File: config.mk
export PLATFORM = sky130hd
export DESIGN_NAME = tdt_regs
export DESIGN_NICKNAME = d
export VERILOG_FILES = /design/src/tdt_pkg.sv /design/src/tdt_ctl_if.sv /design/src/tdt_marker_insert.sv /design/src/tdt_regs.sv
export VERILOG_INCLUDE_DIRS = /design/src
export SDC_FILE = /design/constraint.sdc
export NUM_CORES = 1
export LEC_CHECK = 0
export BUFFER_PORTS_ARGS = -buffer_cell sky130_fd_sc_hd__buf_2
export CAP_MARGIN = 20
export CORE_ASPECT_RATIO = 0.5
export CORE_MARGIN = 2
export CORE_UTILIZATION = 45
export DETAILED_ROUTE_END_ITERATION = 16
export PLACE_DENSITY = 0.86
export RECOVER_POWER = 50
export SETUP_SLACK_MARGIN = 0.05
export SYNTH_ARGS = -nofsm -noshare
export SYNTH_HDL_FRONTEND = slang
export SYNTH_SLANG_ARGS = --single-unit
File: constraint.sdc
create_clock -name mclk -period 3.1 [get_ports mclk]
set_input_delay 0.93 -clock mclk [delete_from_list [all_inputs] [get_ports mclk]]
set_output_delay 0.93 -clock mclk [all_outputs]
set_load 0.02 [all_outputs]
File: src/tdt_consts.svh
`ifndef TDT_CONSTS_SVH
`define TDT_CONSTS_SVH

// -----------------------------------------------------------------
// configuration port geometry
// -----------------------------------------------------------------
`define TDT_ADDR_W 12
`define TDT_DATA_W 8

// -----------------------------------------------------------------
// register offsets
// -----------------------------------------------------------------
`define TDT_OFS_TRIM_B 12'h07f
`define TDT_OFS_TRIM_C 12'h080
`define TDT_OFS_TRIM_D 12'h081
`define TDT_OFS_DITHER 12'h09d
`define TDT_OFS_LSB_CTRL 12'h160

// -----------------------------------------------------------------
// reset values (before the fuse preload lands)
// -----------------------------------------------------------------
`define TDT_RST_TRIM 8'h00
`define TDT_RST_DITHER 8'h00
`define TDT_RST_LSB_CTRL 8'h00
`define TDT_RDATA_NONE 8'h00

// -----------------------------------------------------------------
// field positions
// -----------------------------------------------------------------
`define TDT_DITH_EN_BIT 0
`define TDT_DITH_AMP_BIT 1
`define TDT_DITH_ERR_BIT 2
`define TDT_MARK_EN_BIT 0

// -----------------------------------------------------------------
// timing
// -----------------------------------------------------------------
`define TDT_SYNC_STAGES 2
`define TDT_SAMPLE_LATENCY 8
`define TDT_CONV_RES 12
`define TDT_LINK_N 16
`define TDT_NUM_TRIM 3

`endif

File: src/tdt_pkg.sv
package tdt_pkg;

    typedef logic [7:0] tdt_byte_t;

    typedef enum logic [1:0] {
        TDT_FUSE_REQ,
        TDT_FUSE_WAIT,
        TDT_RUN
    } tdt_fuse_state_t;

endpackage

File: src/tdt_ctl_if.sv
`timescale 1ns/1ps
`default_nettype none

interface tdt_ctl_if;
    logic marker_insert_enable;
    logic ila_active;

    modport source (
        output marker_insert_enable,
        output ila_active
    );

    modport sink (
        input marker_insert_enable,
        input ila_active
    );
endinterface

`default_nettype wire

File: src/tdt_marker_insert.sv
`timescale 1ns/1ps
`default_nettype none
`include "tdt_consts.svh"

module tdt_marker_insert
    import tdt_pkg::*;
#(
    parameter int RES = `TDT_CONV_RES,
    parameter int N = `TDT_LINK_N,
    parameter int SAMPLE_LATENCY = `TDT_SAMPLE_LATENCY
) (
    input wire logic mclk,
    input wire logic rst,
    tdt_ctl_if.sink ctl,
    input wire logic [RES-1:0] conv_sample,
    input wire logic marker_pin,
    output logic [N-1:0] link_sample_q,
    output logic ila_cs_q
);
    localparam int PAD = N - RES;
    localparam int LINE = SAMPLE_LATENCY - `TDT_SYNC_STAGES;

    // -----------------------------------------------------------------
    // pin synchroniser, first stage feeds only the second
    // -----------------------------------------------------------------
    logic sync1_q;
    logic sync2_q;
    always_ff @(posedge mclk or posedge rst) begin
        if (rst) begin
            sync1_q <= 1'b0;
            sync2_q <= 1'b0;
        end else begin
            sync1_q <= marker_pin;
            sync2_q <= sync1_q;
        end
    end

    // -----------------------------------------------------------------
    // delay line: sync + line equals the analog sample latency
    // -----------------------------------------------------------------
    logic [LINE:0] line_q;
    assign line_q[0] = sync2_q;
    for (genvar i = 1; i <= LINE; i++) begin : g_line
        always_ff @(posedge mclk or posedge rst) begin
            if (rst) begin
                line_q[i] <= 1'b0;
            end else begin
                line_q[i] <= line_q[i-1];
            end
        end
    end

    // -----------------------------------------------------------------
    // sample assembly
    // -----------------------------------------------------------------
    logic [N-1:0] sample_d;
    logic cs_d;
    logic insert;
    always_comb begin
        insert = ctl.marker_insert_enable & ~ctl.ila_active;
        // converter bits sit above the pad, so a wider field keeps all data bits
        sample_d = N'(conv_sample) << PAD;
        if (insert) begin
            sample_d[0] = line_q[LINE];
        end
        cs_d = 1'b0;
    end

    always_ff @(posedge mclk or posedge rst) begin
        if (rst) begin
            link_sample_q <= '0;
            ila_cs_q <= 1'b0;
        end else begin
            link_sample_q <= sample_d;
            ila_cs_q <= cs_d;
        end
    end
endmodule // tdt_marker_insert

`default_nettype wire

File: src/tdt_regs.sv
`timescale 1ns/1ps
`default_nettype none
`include "tdt_consts.svh"


module tdt_regs
    import tdt_pkg::*;
#(
    parameter int RES = `TDT_CONV_RES,
    parameter int N = `TDT_LINK_N,
    parameter int SAMPLE_LATENCY = `TDT_SAMPLE_LATENCY
) (
    input wire logic mclk,
    input wire logic rst,
    input wire logic cfg_wr_en,
    input wire logic cfg_rd_en,
    input wire logic [`TDT_ADDR_W-1:0] cfg_addr,
    input wire logic [`TDT_DATA_W-1:0] cfg_wdata,
    output logic [`TDT_DATA_W-1:0] cfg_rdata_q,
    output logic cfg_rvalid_q,
    output logic fuse_req_q,
    input wire logic fuse_valid,
    input wire logic [7:0] fuse_trim_b,
    input wire logic [7:0] fuse_trim_c,
    input wire logic [7:0] fuse_trim_d,
    input wire logic [7:0] fuse_dither,
    output logic [7:0] term_trim_b_q,
    output logic [7:0] term_trim_c_q,
    output logic [7:0] term_trim_d_q,
    output logic dither_enable_q,
    output logic dither_amplitude_select_q,
    output logic rounding_error_steer_q,
    output logic marker_insert_enable_q,
    output logic preload_done_q,
    input wire logic [RES-1:0] conv_sample,
    input wire logic marker_pin,
    input wire logic ila_active,
    output logic [N-1:0] link_sample_q,
    output logic ila_cs_q
);

    // -----------------------------------------------------------------
    // fuse preload sequencer
    // -----------------------------------------------------------------
    // async reset can only load constants, so fuse contents are fetched
    // by a clocked sequence after release
    tdt_fuse_state_t fuse_st_q;
    tdt_fuse_state_t fuse_st_d;
    logic fuse_req_d;
    logic preload_done_d;
    logic fuse_load;

    always_comb begin
        fuse_st_d = fuse_st_q;
        fuse_req_d = 1'b0;
        preload_done_d = preload_done_q;
        fuse_load = 1'b0;
        unique case (fuse_st_q)
            TDT_FUSE_REQ: begin
                fuse_req_d = 1'b1;
                fuse_st_d = TDT_FUSE_WAIT;
            end
            TDT_FUSE_WAIT: begin
                if (fuse_valid) begin
                    fuse_load = 1'b1;
                    preload_done_d = 1'b1;
                    fuse_st_d = TDT_RUN;
                end
            end
            TDT_RUN: begin
                fuse_st_d = TDT_RUN;
            end
        endcase
    end

    always_ff @(posedge mclk or posedge rst) begin
        if (rst) begin
            fuse_st_q <= TDT_FUSE_REQ;
            fuse_req_q <= 1'b0;
            preload_done_q <= 1'b0;
        end else begin
            fuse_st_q <= fuse_st_d;
            fuse_req_q <= fuse_req_d;
            preload_done_q <= preload_done_d;
        end
    end

    // -----------------------------------------------------------------
    // termination trims, one per channel B..D
    // -----------------------------------------------------------------
    localparam logic [`TDT_ADDR_W-1:0] TRIM_OFS [`TDT_NUM_TRIM] = '{
        `TDT_OFS_TRIM_B, `TDT_OFS_TRIM_C, `TDT_OFS_TRIM_D
    };

    logic [7:0] fuse_trim [`TDT_NUM_TRIM];
    tdt_byte_t trim_q [`TDT_NUM_TRIM];
    tdt_byte_t trim_d [`TDT_NUM_TRIM];
    logic [`TDT_NUM_TRIM-1:0] trim_hit;

    assign fuse_trim[0] = fuse_trim_b;
    assign fuse_trim[1] = fuse_trim_c;
    assign fuse_trim[2] = fuse_trim_d;

    for (genvar ch = 0; ch < `TDT_NUM_TRIM; ch++) begin : g_trim
        always_comb begin
            trim_hit[ch] = (cfg_addr == TRIM_OFS[ch]);
            trim_d[ch] = trim_q[ch];
            // a software write in the load cycle wins: it is the newer value
            if (fuse_load) begin
                trim_d[ch] = fuse_trim[ch];
            end
            if (cfg_wr_en && trim_hit[ch]) begin
                trim_d[ch] = cfg_wdata;
            end
        end

        always_ff @(posedge mclk or posedge rst) begin
            if (rst) begin
                trim_q[ch] <= `TDT_RST_TRIM;
            end else begin
                trim_q[ch] <= trim_d[ch];
            end
        end
    end

    assign term_trim_b_q = trim_q[0];
    assign term_trim_c_q = trim_q[1];
    assign term_trim_d_q = trim_q[2];

    // -----------------------------------------------------------------
    // dither control and sample lsb control
    // -----------------------------------------------------------------
    // reserved bits are stored and read back as written; only the low
    // fields steer hardware
    tdt_byte_t dither_q;
    tdt_byte_t dither_d;
    tdt_byte_t lsb_ctrl_q;
    tdt_byte_t lsb_ctrl_d;

    always_comb begin
        dither_d = dither_q;
        lsb_ctrl_d = lsb_ctrl_q;
        if (fuse_load) begin
            dither_d = fuse_dither;
        end
        if (cfg_wr_en && cfg_addr == `TDT_OFS_DITHER) begin
            dither_d = cfg_wdata;
        end
        if (cfg_wr_en && cfg_addr == `TDT_OFS_LSB_CTRL) begin
            lsb_ctrl_d = cfg_wdata;
        end
    end

    always_ff @(posedge mclk or posedge rst) begin
        if (rst) begin
            dither_q <= `TDT_RST_DITHER;
            lsb_ctrl_q <= `TDT_RST_LSB_CTRL;
        end else begin
            dither_q <= dither_d;
            lsb_ctrl_q <= lsb_ctrl_d;
        end
    end

    assign dither_enable_q = dither_q[`TDT_DITH_EN_BIT];
    assign dither_amplitude_select_q = dither_q[`TDT_DITH_AMP_BIT];
    assign rounding_error_steer_q = dither_q[`TDT_DITH_ERR_BIT];
    assign marker_insert_enable_q = lsb_ctrl_q[`TDT_MARK_EN_BIT];

    // -----------------------------------------------------------------
    // read path, one cycle after the strobe
    // -----------------------------------------------------------------
    tdt_byte_t rdata_d;
    logic rvalid_d;

    always_comb begin
        rdata_d = `TDT_RDATA_NONE;
        rvalid_d = cfg_rd_en;
        if (cfg_rd_en) begin
            for (int ch = 0; ch < `TDT_NUM_TRIM; ch++) begin
                if (trim_hit[ch]) begin
                    rdata_d = trim_q[ch];
                end
            end
            if (cfg_addr == `TDT_OFS_DITHER) begin
                rdata_d = dither_q;
            end
            if (cfg_addr == `TDT_OFS_LSB_CTRL) begin
                rdata_d = lsb_ctrl_q;
            end
        end
    end

    always_ff @(posedge mclk or posedge rst) begin
        if (rst) begin
            cfg_rdata_q <= `TDT_RDATA_NONE;
            cfg_rvalid_q <= 1'b0;
        end else begin
            cfg_rdata_q <= rdata_d;
            cfg_rvalid_q <= rvalid_d;
        end
    end

    // -----------------------------------------------------------------
    // marker insertion into link samples
    // -----------------------------------------------------------------
    // the receiver input enable lives elsewhere; software pairs it with
    // the insertion enable
    tdt_ctl_if ctl_if ();
    assign ctl_if.marker_insert_enable = lsb_ctrl_q[`TDT_MARK_EN_BIT];
    assign ctl_if.ila_active = ila_active;

    tdt_marker_insert #(
        .RES(RES),
        .N(N),
        .SAMPLE_LATENCY(SAMPLE_LATENCY)
    ) u_insert (
        .mclk(mclk),
        .rst(rst),
        .ctl(ctl_if.sink),
        .conv_sample(conv_sample),
        .marker_pin(marker_pin),
        .link_sample_q(link_sample_q),
        .ila_cs_q(ila_cs_q)
    );

endmodule // tdt_regs

`default_nettype wire

==> qor.yml <==
status: "finished clean"
comb_power_share: 0.321
ys.flop_type: "dfrtp_1"
drc: 0
dieArea_um2: 8080
drv_slew: 0
worst-setup-path-type: "primary input to flip-flop"
rsz0062_at_grt: "false"
crit_arrival_ps: 2720
netSwitchingFraction: 0.332
yosys.area.top_type_share: 0.561
clockBufferDepth: 2
drt_iter0_markers: 142
yosysTopAreaCell: "dfrtp_1"
timing.final.crit_share: 0.811
hold_buffers: 0
areaGrowthSynthToFinish_pct: 31.7
p_switching_mw: 1.18
required_ps: 3310
vias: 2661
maxSlewHeadroom: 0.328
antenna_cells: 0
std_cell_rows: 22
cp-start-kind: "primary input"
cts_resized: 0
clk_pin_slew_ps: 50
core-area_um2: 7210
worst_slack_ps: 587
vias_per_cell: 5.20
whs_ps: 344
ys_warn_count: 0
fin_tns_setup_ps: 0
internal_power_mw: 2.38
synth.avg_cell_area_um2: 11.7
cts_setup_buffers: 0
io_pins: 127
period_needed_ps: 2510
cts_buffers: 9
worstPathMaxFanout: 8
place.gp.congestion: 0.921
hpwl_um: 5970
synth_edf_count: 0
min_path_type: "flip-flop to flip-flop"
irDropWorstVdd_mv: 0.452
grt_max_degree: 59
nets: 484
worst_pin_slew_ps: 1010
clockPowerShare: 0.285
async_reset_ff_frac: 1.00
p_per_area_nw_per_um2: 818
synthCells: 281
postRouteAntennaNets: 0
skew_ps: 6.36
leakagePower_nw: 2.22
finalCoreUtilization: 0.603
hold_viol: 0
die_w_um: 125
stdcell_area_um2: 4350
drt_pass1_iterations: 4
finalPower_mw: 3.56
htreeDepth: 3
cts-root-buf: "clkbuf_16"
antenna_found_initial: 0
drive_gt1_frac: 0.452
initial_core_util: 0.458
seq_area_frac_synth: 0.561
synth_area_leaders: "dfrtp_1 (56%), mux2_2 (11%), mux2i_1 (4.9%)"
gr-total-overflow: 0
clkLatencyLatePin_ps: 330
dp_cells: 496
endpoint_kind: "flip-flop"
postPlaceCellArea_um2: 4060
place_ws_ps: 239
maxCapViolCount: 0
synth_seq_cells: 74
die_height_um: 64.6
fmax_mhz: 398
synth_cell_types: 35
fillers: 594
netlist_area_um2: 3300
io_buffers: 122
seqPwrFrac: 0.394
first_global_vias: 2648
instances_no_fill: 512
grt_pass1_wl_um: 12700
drt_wl_total_um: 8050
wl_per_cell_um: 15.7
clock_sinks: 74
setup_violations: 0
grt.total_usage: 0.205
cts_tree: "built"
==> critical path: stages <==
cell and delay, ps:
buf_2 120, or3b_1 350, or4_1 540, or2_1 420, mux2_4 360
==> power by group through the flow <==
stage          Clock [mW]  Sequential, mW  Combinational (mW)
6_report             1.01            1.40                1.14
5_1_grt              1.08            1.43                1.24
4_1_cts              1.03            1.40                1.15
3_5_place_dp            0            1.42                1.15
3_3_place_gp            0            1.41                1.11
2_1_floorplan           0            1.62               0.534
==> state kept, by name, summed over array words and instances (netlist names), 2 cells and up <==
name	count
u_insert.link_sample_q	13
cfg_rdata_q	8
dither_q	8
lsb_ctrl_q	8
term_trim_b_q	8
term_trim_c_q	8
term_trim_d_q	8
u_insert.line_q	6
fuse_st_q	2
==> cells in the final DEF (no fill, tap or decap) <==
| cell type | instances |
|---|---|
| or3b_1 | 1 |
| a21oi_1 | 17 |
| nand4_1 | 3 |
| clkinv_2 | 3 |
| clkbuf_1 | 3 |
| mux2_4 | 8 |
| and3b_1 | 1 |
| mux2_2 | 32 |
| nor2_1 | 25 |
| o221ai_1 | 8 |
| nand3b_1 | 1 |
| nor4_1 | 1 |
| clkinv_4 | 1 |
| nand2_1 | 9 |
| and4_1 | 2 |
| o31a_1 | 1 |
| buf_12 | 1 |
| nand4b_1 | 1 |
| conb_1 | 4 |
| o21ai_0 | 9 |
| nand2b_1 | 1 |
| inv_1 | 14 |
| bufinv_16 | 1 |
| o31ai_1 | 1 |
| nor4b_1 | 1 |
| a31oi_1 | 8 |
| or2_1 | 1 |
| nor3_1 | 16 |
| or4b_1 | 1 |
| dfrtp_1 | 74 |
| buf_4 | 11 |
| clkbuf_8 | 1 |
| buf_2 | 121 |
| or3_1 | 3 |
| and3_1 | 1 |
| clkbuf_16 | 9 |
| or4_1 | 3 |
| ha_1 | 2 |
| mux2i_1 | 16 |
==> cells in the mapped netlist (4+ instances only) <==
cell type / n
clkbuf_1: 9
mux2_4: 8
o221ai_1: 8
nor2_1: 25
dfrtp_1: 74
nand2_1: 9
mux2_2: 32
inv_1: 14
nor3_1: 16
mux2i_1: 16
a31oi_1: 8
buf_4: 4
o21ai_0: 9
a21oi_1: 17
==> cell type report <==
| cell class | count | area, um^2 | share of cell area |
|---|---|---|---|
| flip-flops and latches | 74 | 1850 | 0.426 |
| multi-input cells | 177 | 1310 | 0.301 |
| clock buffers | 11 | 243 | 0.0558 |
| repair buffers | 135 | 716 | 0.165 |
| clock inverters | 5 | 53.8 | 0.0124 |
| well taps | 96 | 120 | 0.0276 |
| inverters | 14 | 52.6 | 0.0121 |
==> cells by family (layout without fill, tap and decap cells) <==
group / after synthesis / count (layout) / synth area share
AO/OA/AOI/OAI: 44 / 44 / 0.0807
adder cells (fa/ha/maj): 2 / 2 / 0.00758
buffers and inverters: 33 / 165 / 0.0455
flip-flops: 74 / 74 / 0.561
multiplexers: 56 / 56 / 0.194
other: 1 / 4 / 0.00114
AND/OR/NAND/NOR: 71 / 71 / 0.110
==> metal layers <==
layer / vias up / wire length [um] / global-route usage
met2: 104 / 4030 / 0.349
met3: 12 / 605 / 0.0859
met4: 0 / 99 / 0.0556
met5: - / 0 / 0
met1: 1287 / 3310 / 0.242
li1: 1258 / - / -
==> worst paths after layout <==
kind / cells past startpoint / end / slack, ps / start
setup / recovery: 5 / lsb_ctrl_q[1] / 590 / cfg_addr[4]
hold / removal: 0 / u_insert.line_q[6] / 340 / u_insert.line_q[5]
setup reg to reg: 5 / term_trim_d_q[1] / 840 / fuse_st_q[0]
hold reg to reg: 0 / u_insert.line_q[6] / 340 / u_insert.line_q[5]
max in group asynchronous: 3 / lsb_ctrl_q[1] / 1690 / rst
min in group asynchronous: 2 / u_insert.line_q[2] / 680 / rst
(Power assumes the default switching activity.)
